==> config.mk <==
export PLATFORM = sky130hd
export DESIGN_NAME = motor_driver_io_control
export DESIGN_NICKNAME = d
export VERILOG_FILES = /design/src/core/motor_driver_io_control.v
export VERILOG_INCLUDE_DIRS = /design/src /design/src/core
export SDC_FILE = /design/constraint.sdc
export NUM_CORES = 1
export LEC_CHECK = 0
export BUFFER_PORTS_ARGS = -buffer_cell sky130_fd_sc_hd__buf_2
export CORE_MARGIN = 2
export CORE_UTILIZATION = 48
export DETAILED_ROUTE_END_ITERATION = 7
export GPL_TIMING_DRIVEN = 0
export MAX_ROUTING_LAYER = met4
export PLACE_DENSITY_LB_ADDON = 0.08
export SLEW_MARGIN = 20
export SYNTH_ARGS = -nofsm -noshare
export SYNTH_HDL_FRONTEND = slang
export SYNTH_SLANG_ARGS = --single-unit
==> constraint.sdc <==
create_clock -name clk -period 6.1 [get_ports clk]
set_clock_uncertainty 0.15 [all_clocks]
set_input_delay 0.915 -clock clk [delete_from_list [all_inputs] [get_ports clk]]
set_output_delay 0.915 -clock clk [all_outputs]
set_load 0.005 [all_outputs]
==> src/core/motor_io_defs.vh <==
// Contract
// - two-wire: run while exactly one of cw, ccw on
// - stop-method input picks decel or instant stop
// - two select bits pick one of four
// - four select bits pick one of sixteen
// - alarm clear resets the active alarm
// - three-wire: run only with start and gate
// - three-wire: start off decelerates to stop
// - three-wire: gate off stops instantly
// - three-wire: direction input sets rotation way
// - hold release switches holding at standstill
// - torque cap input enables torque limiting
// - notice clear clears the notice condition
// - panel lock restricts panel and software operations
// - fault input low raises alarm, forced stop
// - thirty speed pulses per shaft revolution
// - alarm output low while protective alarm active
// - moving output while running from run input
// - notice output while notice condition present
// - torque hit output when torque at limit
// - speed reached within width of set speed
// - direction output reports rotation direction
// - input on when current flows through it
// - per-terminal polarity, one inverts, reset zero
// - two-wire: both run inputs on decelerates; code follows stop-method input, instant stop when it is on
// - data number is binary of select bits
// - alarm clear ignored while running inputs on
// - unassigned lock, cap, fault read on; and-ed
`ifndef MOTOR_IO_DEFS_VH
`define MOTOR_IO_DEFS_VH
// register byte offsets
`define OFS_POLARITY   12'h000
`define OFS_IN_ASSIGN0 12'h004
`define OFS_IN_ASSIGN1 12'h008
`define OFS_OUT_ASSIGN 12'h00c
`define OFS_CONTROL    12'h010
`define OFS_STATUS     12'h014
`define OFS_MOTOR_FB   12'h018
// input function codes, 4 bits
`define FN_NONE    4'h0
`define FN_CW      4'h1
`define FN_CCW     4'h2
`define FN_STOPSEL 4'h3
`define FN_SEL0    4'h4
`define FN_SEL1    4'h5
`define FN_ACLR    4'h6
`define FN_START   4'h7
`define FN_GATE    4'h8
`define FN_DIRSEL  4'h9
`define FN_SEL2    4'ha
`define FN_SEL3    4'hb
`define FN_HOLDREL 4'hc
`define FN_TCAP    4'hd
`define FN_NCLR    4'he
`define FN_PLOCK   4'hf
`define FN_XFAULT  4'h0
// external fault shares code zero; live only with fault enable set
// output function codes, 3 bits
`define OF_SPEED   3'h0
`define OF_ALARM   3'h1
`define OF_MOVE    3'h2
`define OF_NOTICE  3'h3
`define OF_TCHIT   3'h4
`define OF_VREACH  3'h5
`define OF_DIR     3'h6
// factory assignment, terminal 0 in low nibble
`define IN_ASSIGN0_RST 16'h4321
`define IN_ASSIGN1_RST 12'h065
`define OUT_ASSIGN_RST 6'h08
`define POLARITY_RST   7'h00
// control fields
`define CTL_RST        8'h00
`define CTL_THREEWIRE  0
`define CTL_DIRINV     1
`define CTL_FAULT_EN   2
`define CTL_NOTICE     3
// speed pulse: 30 per rev, pulse 0.2 ms
`define PULSES_PER_REV 8'd30
`define PULSE_US       200
`define CLK_MHZ        125
`define US_DIV_LAST    7'h7c // clocks per microsecond, minus one
`define PULSE_US_LOAD  8'hc8 // pulse width in microseconds
// terminal count
`define NUM_TERMINALS  7
`endif

==> src/core/motor_driver_io_control.v <==
`timescale 1ns/100ps
`default_nettype none
`include "motor_io_defs.vh"
module motor_driver_io_control (
    // clock and reset
    input  wire        clk,
    input  wire        rstn,
    // apb slave
    input  wire        psel,
    input  wire        penable,
    input  wire        pwrite,
    input  wire [11:0] paddr,
    input  wire [31:0] pwdata,
    output reg  [31:0] prdata,
    output reg         pready,
    output reg         pslverr,
    // terminals, on when current flows
    input  wire [6:0]  inputTerminal,
    output reg         outputTerminal0,
    output reg         outputTerminal1,
    // motor core feedback
    input  wire        rotating,
    input  wire        motorCcw,
    input  wire        revTick,
    input  wire        protectAlarm,
    input  wire        noticeCause,
    input  wire        torqueAtCap,
    input  wire [15:0] speedMeas,
    input  wire [15:0] speedSet,
    // motor core commands
    output reg         runCmd,
    output reg         ccwCmd,
    output reg         decelStop,
    output reg         instantStop,
    output reg  [3:0]  dataNumber,
    output reg         holdRelease,
    output reg         torqueCapOn,
    output reg         panelLock,
    output reg         alarmActive,
    output reg         noticeActive
);
    // reset synchroniser
    reg rs1Reg, rstSyncReg;
    always @(posedge clk or negedge rstn) begin
        if (!rstn) begin
            rs1Reg     <= 1'b0;
            rstSyncReg <= 1'b0;
        end else begin
            rs1Reg     <= 1'b1;
            rstSyncReg <= rs1Reg;
        end
    end
    wire rst = ~rstSyncReg;

    // registers
    reg [6:0]  polarityReg;
    reg [27:0] inAssignReg;
    reg [5:0]  outAssignReg;
    reg [7:0]  controlReg;
    reg [15:0] widthReg;
    reg        aclrPulse, nclrPulse;
    wire       wrEn = psel & penable & pwrite;
    wire       rdEn = psel & ~penable & ~pwrite;

    // bus response: zero wait, never an error; low only in reset
    always @(posedge clk or posedge rst) begin
        if (rst) begin
            pready  <= 1'b0;
            pslverr <= 1'b0;
        end else begin
            pready  <= 1'b1;
            pslverr <= 1'b0;
        end
    end

    // status word write, decoded for both clear strobes
    function statusWrite;
        input        en;
        input [11:0] addr;
        begin
            statusWrite = en & (addr == `OFS_STATUS);
        end
    endfunction

    // write path
    always @(posedge clk or posedge rst) begin
        if (rst) begin
            polarityReg  <= `POLARITY_RST;
            inAssignReg  <= {`IN_ASSIGN1_RST, `IN_ASSIGN0_RST};
            outAssignReg <= `OUT_ASSIGN_RST;
            controlReg   <= `CTL_RST;
            widthReg     <= 16'h0000;
        end else if (wrEn) begin
            case (paddr)
                `OFS_POLARITY:   polarityReg  <= pwdata[6:0];
                `OFS_IN_ASSIGN0: inAssignReg[15:0] <= pwdata[15:0];
                `OFS_IN_ASSIGN1: inAssignReg[27:16] <= pwdata[11:0];
                `OFS_OUT_ASSIGN: outAssignReg <= pwdata[5:0];
                `OFS_CONTROL:    controlReg   <= pwdata[7:0];
                `OFS_MOTOR_FB:   widthReg     <= pwdata[15:0];
                default:         ;
            endcase
        end
    end

    // input sync and polarity
    reg [6:0] sync1Reg, sync2Reg, termOnReg;
    always @(posedge clk or posedge rst) begin
        if (rst) begin
            sync1Reg  <= 7'h00;
            sync2Reg  <= 7'h00;
            termOnReg <= 7'h00;
        end else begin
            sync1Reg  <= inputTerminal;
            sync2Reg  <= sync1Reg;
            termOnReg <= sync2Reg ^ polarityReg;
        end
    end

    // per function: any assigned, all assigned on
    function [1:0] fnState;
        input [3:0]  code;
        input        useFault;
        input [27:0] asgTab;
        input [6:0]  on;
        input [7:0]  ctl;
        integer k;
        reg any, all;
        begin
            any = 1'b0;
            all = 1'b1;
            for (k = 0; k < `NUM_TERMINALS; k = k + 1) begin
                if (asgTab[k*4 +: 4] == code && (useFault == 1'b0 || ctl[`CTL_FAULT_EN])) begin
                    any = 1'b1;
                    all = all & on[k];
                end
            end
            fnState = {any, any & all};
        end
    endfunction

    // run, select and switch functions
    wire [1:0] fCw   = fnState(`FN_CW, 1'b0, inAssignReg, termOnReg, 8'h00);
    wire [1:0] fCcw  = fnState(`FN_CCW, 1'b0, inAssignReg, termOnReg, 8'h00);
    wire [1:0] fStop = fnState(`FN_STOPSEL, 1'b0, inAssignReg, termOnReg, 8'h00);
    wire [1:0] fS0   = fnState(`FN_SEL0, 1'b0, inAssignReg, termOnReg, 8'h00);
    wire [1:0] fS1   = fnState(`FN_SEL1, 1'b0, inAssignReg, termOnReg, 8'h00);
    wire [1:0] fS2   = fnState(`FN_SEL2, 1'b0, inAssignReg, termOnReg, 8'h00);
    wire [1:0] fS3   = fnState(`FN_SEL3, 1'b0, inAssignReg, termOnReg, 8'h00);
    wire [1:0] fAclr = fnState(`FN_ACLR, 1'b0, inAssignReg, termOnReg, 8'h00);
    wire [1:0] fSt   = fnState(`FN_START, 1'b0, inAssignReg, termOnReg, 8'h00);
    wire [1:0] fGate = fnState(`FN_GATE, 1'b0, inAssignReg, termOnReg, 8'h00);
    wire [1:0] fDir  = fnState(`FN_DIRSEL, 1'b0, inAssignReg, termOnReg, 8'h00);
    wire [1:0] fHold = fnState(`FN_HOLDREL, 1'b0, inAssignReg, termOnReg, 8'h00);
    wire [1:0] fCap  = fnState(`FN_TCAP, 1'b0, inAssignReg, termOnReg, 8'h00);
    wire [1:0] fNclr = fnState(`FN_NCLR, 1'b0, inAssignReg, termOnReg, 8'h00);
    wire [1:0] fLock = fnState(`FN_PLOCK, 1'b0, inAssignReg, termOnReg, 8'h00);

    // external fault: terminals coded zero, live only with fault enable
    wire [1:0] fXf   = fnState(`FN_XFAULT, 1'b1, inAssignReg, termOnReg, controlReg);

    wire threeWire = controlReg[`CTL_THREEWIRE];
    wire cwOn   = fCw[0];
    wire ccwOn  = fCcw[0];
    wire stOn   = fSt[0];
    wire gateOn = fGate[0];
    // unassigned reads on
    wire capOn  = fCap[0] | ~fCap[1];
    wire lockOn = fLock[0] | ~fLock[1];
    wire xfOn   = fXf[0] | ~fXf[1];
    wire runInputs = threeWire ? (stOn & gateOn) : (cwOn | ccwOn);

    // run decode and stop method
    reg runNext, ccwNext, decelNext, instNext;
    always @* begin
        runNext   = 1'b0;
        ccwNext   = ccwCmd;
        decelNext = 1'b0;
        instNext  = 1'b0;
        if (threeWire) begin
            runNext = stOn & gateOn;
            ccwNext = fDir[0];
            instNext  = ~gateOn;
            decelNext = gateOn & ~stOn;
        end else begin
            runNext = cwOn ^ ccwOn;
            if (runNext)
                ccwNext = ccwOn ^ controlReg[`CTL_DIRINV];
            instNext  = ~runNext & fStop[0];
            decelNext = ~runNext & ~fStop[0];
        end
        if (alarmActive) begin
            runNext   = 1'b0;
            decelNext = 1'b0;
            instNext  = 1'b1;
        end
    end

    // alarm and notice state
    wire aclrAccept = fAclr[0] & ~runInputs;
    wire nclrReq    = fNclr[0] | nclrPulse;
    always @(posedge clk or posedge rst) begin
        if (rst) begin
            alarmActive  <= 1'b0;
            noticeActive <= 1'b0;
        end else begin
            if (protectAlarm | ~xfOn)
                alarmActive <= 1'b1; // set wins over clear
            else if (aclrAccept | aclrPulse)
                alarmActive <= 1'b0;
            if (noticeCause)
                noticeActive <= 1'b1; // set wins
            else if (nclrReq | ~controlReg[`CTL_NOTICE])
                noticeActive <= 1'b0;
        end
    end

    // command outputs
    always @(posedge clk or posedge rst) begin
        if (rst) begin
            runCmd      <= 1'b0;
            ccwCmd      <= 1'b0;
            decelStop   <= 1'b0;
            instantStop <= 1'b1;
            dataNumber  <= 4'h0;
            holdRelease <= 1'b0;
            torqueCapOn <= 1'b1;
            panelLock   <= 1'b1;
        end else begin
            runCmd      <= runNext;
            ccwCmd      <= ccwNext;
            decelStop   <= decelNext;
            instantStop <= instNext;
            if (fS2[1] | fS3[1])
                dataNumber <= {fS3[0], fS2[0], fS1[0], fS0[0]};
            else
                dataNumber <= {2'b00, fS1[0], fS0[0]};
            if (~rotating)
                holdRelease <= fHold[0];
            torqueCapOn <= capOn;
            panelLock   <= ~lockOn;
        end
    end

    // microsecond enable from a free-running divider
    // keeps the pulse timer at 8 bits instead of 15
    reg [6:0] usDivReg;
    reg       usTickReg;
    always @(posedge clk or posedge rst) begin
        if (rst) begin
            usDivReg  <= 7'h00;
            usTickReg <= 1'b0;
        end else if (usDivReg == `US_DIV_LAST) begin
            usDivReg  <= 7'h00;
            usTickReg <= 1'b1;
        end else begin
            usDivReg  <= usDivReg + 7'h01;
            usTickReg <= 1'b0;
        end
    end

    // speed pulse: revTick marks 1/30 rev steps, held 0.2 ms
    reg [7:0] pulseCnt;
    reg       speedPulse;
    always @(posedge clk or posedge rst) begin
        if (rst) begin
            pulseCnt   <= 8'h00;
            speedPulse <= 1'b0;
        end else if (revTick) begin
            pulseCnt   <= `PULSE_US_LOAD;
            speedPulse <= 1'b1;
        end else if (pulseCnt != 8'h00) begin
            if (usTickReg)
                pulseCnt <= pulseCnt - 8'h01;
        end else begin
            speedPulse <= 1'b0;
        end
    end

    // speed reached window
    wire [16:0] diff = (speedMeas > speedSet) ? {1'b0, speedMeas - speedSet}
                                              : {1'b0, speedSet - speedMeas};
    wire vReach = runCmd & (diff <= {1'b0, widthReg});

    // output selection
    function outSel;
        input [2:0] code;
        input [6:0] src;
        begin
            case (code)
                `OF_SPEED:  outSel = src[0];
                `OF_ALARM:  outSel = src[1];
                `OF_MOVE:   outSel = src[2];
                `OF_NOTICE: outSel = src[3];
                `OF_TCHIT:  outSel = src[4];
                `OF_VREACH: outSel = src[5];
                `OF_DIR:    outSel = src[6];
                default:    outSel = 1'b0;
            endcase
        end
    endfunction
    wire [6:0] outSrc = {motorCcw,
                         vReach,
                         torqueAtCap & torqueCapOn,
                         noticeActive,
                         rotating & runCmd,
                         ~alarmActive,
                         speedPulse};
    always @(posedge clk or posedge rst) begin
        if (rst) begin
            outputTerminal0 <= 1'b0;
            outputTerminal1 <= 1'b0;
        end else begin
            outputTerminal0 <= outSel(outAssignReg[2:0], outSrc);
            outputTerminal1 <= outSel(outAssignReg[5:3], outSrc);
        end
    end

    // read path, data valid in access phase
    always @(posedge clk or posedge rst) begin
        if (rst) begin
            prdata    <= 32'h00000000;
            aclrPulse <= 1'b0;
            nclrPulse <= 1'b0;
        end else begin
            aclrPulse <= statusWrite(wrEn, paddr) & pwdata[0] & ~runInputs;
            nclrPulse <= statusWrite(wrEn, paddr) & pwdata[1];
            if (rdEn) begin
                case (paddr)
                    `OFS_POLARITY:   prdata <= {25'h0, polarityReg};
                    `OFS_IN_ASSIGN0: prdata <= {16'h0, inAssignReg[15:0]};
                    `OFS_IN_ASSIGN1: prdata <= {20'h0, inAssignReg[27:16]};
                    `OFS_OUT_ASSIGN: prdata <= {26'h0, outAssignReg};
                    `OFS_CONTROL:    prdata <= {24'h0, controlReg};
                    `OFS_STATUS:     prdata <= {16'h0, dataNumber, termOnReg[6:0], runCmd,
                                                ccwCmd, panelLock, noticeActive, alarmActive};
                    `OFS_MOTOR_FB:   prdata <= {16'h0, widthReg};
                    default:         prdata <= 32'h00000000;
                endcase
            end
        end
    end
endmodule // motor_driver_io_control
`default_nettype wire

==> results of run 1 <==
how the worst max path moves through the flow:
stage / from / slack [ps] / to
6_report: speedMeas[0] / 770 / outputTerminal1
5_1_grt: speedMeas[0] / 630 / outputTerminal1
4_1_cts: speedMeas[0] / 880 / outputTerminal1
3_5_place_dp: speedMeas[0] / 450 / outputTerminal1
3_3_place_gp: rstSyncReg / 280 / usDivReg[6]
2_1_floorplan: speedMeas[0] / 1640 / outputTerminal1
power breakdown:
group          switching [mW]  internal [mW]  total (mW)
Sequential             0.0161          0.932       0.948
Clock                   0.441          0.610        1.05
Combinational           0.193          0.136       0.329
placed cells by master (no fill, tap or decap), types with 10 or more instances in the layout:
master and n:
or3_1 12, nand2b_1 35, a221oi_1 10, nor4_1 13, mux2_2 48, dfstp_2 13, clkbuf_16 17, nor3_1 44
a21o_1 16, nand2_1 84, xor2_1 17, a222oi_1 11, a21oi_1 46, buf_4 20, ha_1 52, nor2_1 89
inv_1 66, dfrtp_1 125, o22ai_1 30, buf_2 130, nor2b_1 18, clkbuf_1 41, o21ai_0 46, a22oi_1 13
or2_2 10, o32ai_1 13, conb_1 19, nand3_1 23, nand4_1 14, xnor2_1 13
metrics by stage:
step | hold slack [ps] | instances | setup WS [ps] | cell area (sq um)
floorplan | 181.2 | 1109 | 1636 | 9773
global placement | 182.7 | 1487 | 279.0 | 10650
detailed placement | 110.0 | 1489 | 447.7 | 10710
CTS | 98.46 | 1521 | 878.1 | 11300
global route | 99.09 | 1521 | 628.1 | 11300
finish | 102.8 | 1521 | 765.6 | 11300
synth_stat cells, types with 17 or more instances:
library cell | count | area [sq um]
clkbuf_1 | 40 | 150.1
inv_1 | 66 | 247.7
buf_4 | 20 | 150.1
nor3_1 | 44 | 220.2
nand2_1 | 84 | 315.3
buf_2 | 22 | 110.1
a21oi_1 | 46 | 230.2
nand3_1 | 23 | 115.1
mux2_2 | 48 | 540.5
xor2_1 | 17 | 148.9
ha_1 | 52 | 650.6
nand2b_1 | 35 | 219.0
dfrtp_1 | 126 | 3153
nor2_1 | 89 | 334.1
o22ai_1 | 30 | 187.7
o21ai_0 | 46 | 230.2
nor2b_1 | 18 | 112.6
routing by layer:
metal  vias to the layer above  part of all wire [%]
met4                         0                   4.8
met3                       106                   7.2
met2                       437                    47
li1                       4243                     -
met1                      4474                    41
met5                         -                     0
state kept, by name (all words and copies together) (netlist names), 4 cells and up:
register      cells
widthReg         16
sync2Reg          7
pulseCnt          8
outAssignReg      6
inAssignReg      28
prdata           16
controlReg        8
polarityReg       7
dataNumber        4
termOnReg         7
sync1Reg          7
usDivReg          7
cells by family after synthesis:
kind of cell             count (synthesis)
XOR/XNOR                                30
AND/OR/NAND/NOR                        377
AO/OA/AOI/OAI                          278
buffers and inverters                  152
other                                    2
flip-flops                             139
multiplexers                            60
adder cells (fa/ha/maj)                 54
cell type report:
| type | instances | area share, % |
|---|---|---|
| clock inverters | 14 | 1.395 |
| clock buffers | 18 | 3.799 |
| well taps | 270 | 2.990 |
| plain buffers | 86 | 3.965 |
| flip-flops and latches | 139 | 30.97 |
| repair buffers | 110 | 5.272 |
| inverters | 66 | 2.193 |
| multi-input cells | 818 | 49.42 |
==> metrics.txt, run 1 <==
status=completed; Worst Reg-to-Reg Cells=11; met3 Usage GRT=under 10%; DIE AREA=~21,000 sq um; Final period util=around 87%; Crit path arrival time=between 5000 and 6000 ps; Port Buffers=~110; initial antenna violation count=0; Synth Area in Adders=a little over 7%; max_slew headroom=between 20% and 30%; largest net degree at the start of global routing=59; asr flop ratio synth=between 90% and 100%; buffer levels on the longest clock path=2; final core occ=approximately 56%; mux contribution to synthesized area=6.985%; clock-pin slew on the worst setup and hold paths=approximately 70 ps; Synth warnings=0; Starting Density=between 40% and 50%; post-synthesis sequential area ratio=35.99%; global-route wire length before repair=between 50,000 and 60,000 um; FF/Latch Area=~3500 sq um; Worst VDD drop=approximately 0.17 mV; Filler cells=about 1,900; HPWL after detailed placement=roughly 26,000 um; Post-synth EDFFs=0; Synth-to-Final Area Change=16.35%; GRT overflow=0; worst-path cell chain=buf_2 -> inv_1 -> ha_1 -> inv_1 -> fa_1 -> a21o_2 -> a221oi_1 -> a21oi_1 -> a21o_4 -> buf_6 -> o311ai_1 -> o41ai_2 -> xnor2_1 -> ha_1 -> a21o_1 -> a21o_1 -> a21oi_1 -> o21ai_0 -> nor3_1 -> o211ai_1 -> a21oi_1; CP most frequent cell=a21oi_1; syn avg cell area=8.891 sq um; Num Clock Sinks=approximately 140; compound-cell area share of the yosys netlist=roughly a fifth; total chip power=between 2 and 2.5 mW; max-cap viol count=0; CP max stage delay=just over 600 ps; Worst EP required=about 6300 ps; Slew Viols, Final=0; largest family of logic cells by synthesized area=compound AO/OA/AOI/OAI gates; Synth Flop Type=dfrtp_1; die width=roughly 150 um; vias per cell=slightly above 6; Antenna Cells=0; final setup violation count=0; critical path class=in -> reg; total core area=approximately 20,000 sq um; Fin. Hold Viols=0; Worst R2R End=alarmActive; I/O Pins=roughly 140; power density cells=206.1 nW/um^2; DR iter-0 viols=slightly above 700; Via Count=roughly 9,300; CTS Hold Buffers Added=0; Post-Syn Instances=approximately 1,100; post-CTS setup buffers=0; gr busiest metal=met2; worst min path class=reg -> async; internal reg-to-reg setup slack=roughly 2400 ps; Synth cell types=just over 80; Synth Cell Area=~9700 sq um; Worst-Margin Slew=approximately 1100 ps; CP max FO=10; reg2reg start=inAssignReg[1]; Die Y=146.2 um; CP top delay family=compound AO/OA/AOI/OAI gates; CTS buffer count=17; DRC=0; Setup TNS=0 ps; WP depth=21; Setup crit end kind=flip-flop; post_cts resized=0; WL/cell=around 22 um; routed wire length=roughly 34,000 um; GRT Util Overall=33.35%; met1 GRT Util=40.84%; TritonCTS clock tree=built; Layout Nets=around 1,400; Final Critical Period=roughly 5300 ps; XOR/XNOR Fraction of Synth Area=2.706%; Routability Congestion=between 1 and 1.5; Leakage Power=~5.2 nW; number of synthesized register bits=roughly 140; Routed Antenna Nets=0; met2 usage=between 50% and 60%; Critical Path Slowest Stage Cell=a221oi_1; crit path buf inv count=4; drt pass-1 iters=7; area of the multi-input gates=around 5600 sq um; CTS H-tree depth=4; highest clock rate=between 0.15 and 0.2 GHz; row cnt=52; vias in the first global route=between 8,000 and 9,000; crit path launch type=primary input; unrepaired setup endpoints after global routing=false; CTS root buf=clkbuf_16; Synth Area in Simple Gates=roughly 20%; Clk Latency, worst-skew pair=430 ps; layout cells sized above 1=around 22%
Note: power is estimated with default switching activity, not from simulation.
==> run 2, diff against run 1 <==
PLACE_DENSITY = 0.69   (was default)
PLACE_DENSITY_LB_ADDON = default   (was 0.08)
==> run 2 against run 1 <==
  * Final cell count about the same
  * Global-route usage is 1.5 points lower
  * Critical path depth is the same
  * Sequential power barely moved
  * Worst setup slack improved by 7.4 ps
  * Non-clock buffer count is the same
==> metrics.txt, run 2 (same netlist as run 1, synthesis figures left out) <==
status=completed (unchanged); total core area=20,040 sq um (unchanged); Fin. Hold Viols=0 (unchanged); drt pass-1 iters=8 (was 7); GRT overflow=0 (unchanged); crit path buf inv count=4 (unchanged); hold slack=94.63 ps (was 102.8 ps); CTS root buf=clkbuf_16 (unchanged); largest register by flop count=inAssignReg (unchanged); unrepaired setup endpoints after global routing=false (unchanged); most frequent cells in the layout=130 x buf_2, 125 x dfrtp_1, 89 x nor2_1, 84 x nand2_1, 66 x inv_1 (unchanged); DIE AREA=21,380 sq um (unchanged); Clk Latency, worst-skew pair=430 ps (about the same); GRT Util Overall=31.88% (was 33.35%); Via Count=9,210 (was 9,260); CTS H-tree depth=4 (unchanged); CP top delay family=compound AO/OA/AOI/OAI gates (unchanged); buffer levels on the longest clock path=2 (unchanged); die width=146.2 um (unchanged); Crit path arrival time=5530 ps (about the same); max_slew headroom=27.19% (was 25.90%); Worst EP required=6310 ps (was 6290 ps); DR iter-0 viols=939 (was 714); Slew Viols, Final=0 (unchanged); max-cap viol count=0 (unchanged); Worst VDD drop=0.2120 mV (was 0.1737 mV); Routed Antenna Nets=0 (unchanged); vias per cell=6.051 (was 6.088); Worst-Margin Slew=1082 ps (was 1101 ps); global-route wire length before repair=51,110 um (was 52,560 um); CP most frequent cell=a21oi_1 (unchanged); critical path class=in -> reg (unchanged); CP max stage delay=600 ps (was 620 ps); HPWL after detailed placement=25,330 um (was 25,880 um); Die Y=146.2 um (unchanged); Final Cell Area=11,320 sq um (was 11,300 sq um); Post-Place Cell Area=10,710 sq um (about the same); crit path launch type=primary input (unchanged); initial antenna violation count=0 (unchanged); dpl ws=353.6 ps (was 447.7 ps); max reg flops=28 (unchanged); clock-pin slew on the worst setup and hold paths=70 ps (about the same); Filler cells=1,903 (was 1,861); Setup TNS=0 ps (unchanged); power density cells=206.5 nW/um^2 (was 206.1 nW/um^2); Final period util=87.33% (was 87.45%); row cnt=52 (unchanged); total chip power=2.337 mW (was 2.328 mW); internal reg-to-reg setup slack=2350 ps (was 2430 ps); TritonCTS clock tree=built (unchanged); DRC=0 (unchanged); routed wire length=33,170 um (was 34,210 um); Setup crit end kind=flip-flop (unchanged); Critical Path Slowest Stage Cell=a221oi_1 (unchanged); Port Buffers=108 (unchanged); layout cells sized above 1=21.90% (was 21.82%); post_cts resized=0 (unchanged); Layout Nets=1,386 (unchanged); vias in the first global route=9,111 (was 8,945); I/O Pins=143 (unchanged); Final Critical Period=5327 ps (was 5334 ps); WL/cell=21.80 um (was 22.49 um); worst-path cell chain=buf_2 -> inv_1 -> ha_1 -> inv_1 -> fa_1 -> a21o_2 -> a221oi_1 -> a21oi_1 -> a21o_4 -> buf_6 -> o311ai_1 -> o41ai_2 -> xnor2_1 -> ha_1 -> a21o_1 -> a21o_1 -> a21oi_1 -> o21ai_0 -> nor3_1 -> o21ai_0 -> a21oi_1 (was buf_2 -> inv_1 -> ha_1 -> inv_1 -> fa_1 -> a21o_2 -> a221oi_1 -> a21oi_1 -> a21o_4 -> buf_6 -> o311ai_1 -> o41ai_2 -> xnor2_1 -> ha_1 -> a21o_1 -> a21o_1 -> a21oi_1 -> o21ai_0 -> nor3_1 -> o211ai_1 -> a21oi_1); CTS buffer count=17 (unchanged); final setup violation count=0 (unchanged); most common cell after layout, fill and taps aside=buf_2 (unchanged); Starting Density=48.45% (unchanged); CP max FO=10 (unchanged); post-CTS setup buffers=0 (unchanged); worst min path class=reg -> async (unchanged); largest net degree at the start of global routing=58 (was 59); Leakage Power=5.245 nW (was 5.228 nW); setup ws final=773.0 ps (was 765.6 ps); Routability Congestion=1.108 (was 1.050); Num Clock Sinks=139 (unchanged); CTS Hold Buffers Added=0 (unchanged); highest clock rate=0.1877 GHz (was 0.1875 GHz); Largest regs=inAssignReg: 28 flops, prdata: 16 flops, widthReg: 16 flops (unchanged); Synth-to-Final Area Change=16.58% (was 16.35%)
-- run 2: final timing paths --
kind | start | to | depth (start not counted)
min in group clk | rs1Reg | rstSyncReg | 0
worst min register to register | rstSyncReg | prdata[12] | 0
worst max-delay path | speedMeas[0] | outputTerminal0 | 21
max in group asynchronous | rstSyncReg | inAssignReg[22] | 2
worst max register to register | inAssignReg[9] | alarmActive | 11
worst min-delay path | rstSyncReg | prdata[12] | 0
-- run 2: layer usage --
metal | vias to the layer above | global-route usage (%) | share of wire, %
met5 | - | - | 0
met4 | 0 | 14.85 | 4.7
met3 | 110 | 5.625 | 7.2
met2 | 431 | 51.13 | 47
met1 | 4436 | 39.39 | 41
li1 | 4233 | - | -
-- run 2: through the flow --
step,utilization [%],cells
finish,56.49,1522
global route,56.47,1521
floorplan,-,1109
detailed placement,53.45,1489
global placement,53.15,1487
CTS,56.47,1521
-- run 2: worst register-to-register path: stages, from the launching register on --
cell      delay (ps)
dfstp_2          560
clkbuf_1         460
nand2b_1         380
nor3_1            80
nor4_1           400
nand3_1          140
nand4_1          140
ha_1             190
nor2_1            40
a31oi_1          430
nand4_1          280
a221o_1          410
-- run 2: where the power goes --
part | total [mW] | internal (mW) | switching (mW)
combinational | 0.328 | 0.136 | 0.192
clock | 1.06 | 0.598 | 0.464
sequential | 0.947 | 0.932 | 0.0156
total | 2.34 | 1.67 | 0.671
-- run 2: layout make-up --
type / count / area (sq um) / share of cell area (%)
diodes: 1 / 2.502 / 0.02211
plain buffers: 86 / 447.9 / 3.957
clock buffers: 18 / 439.2 / 3.880
clock inverters: 14 / 166.4 / 1.470
inverters: 66 / 247.7 / 2.189
multi-input cells: 818 / 5584 / 49.33
flip-flops and latches: 139 / 3498 / 30.91
well taps: 270 / 337.8 / 2.984
repair buffers: 110 / 595.6 / 5.261
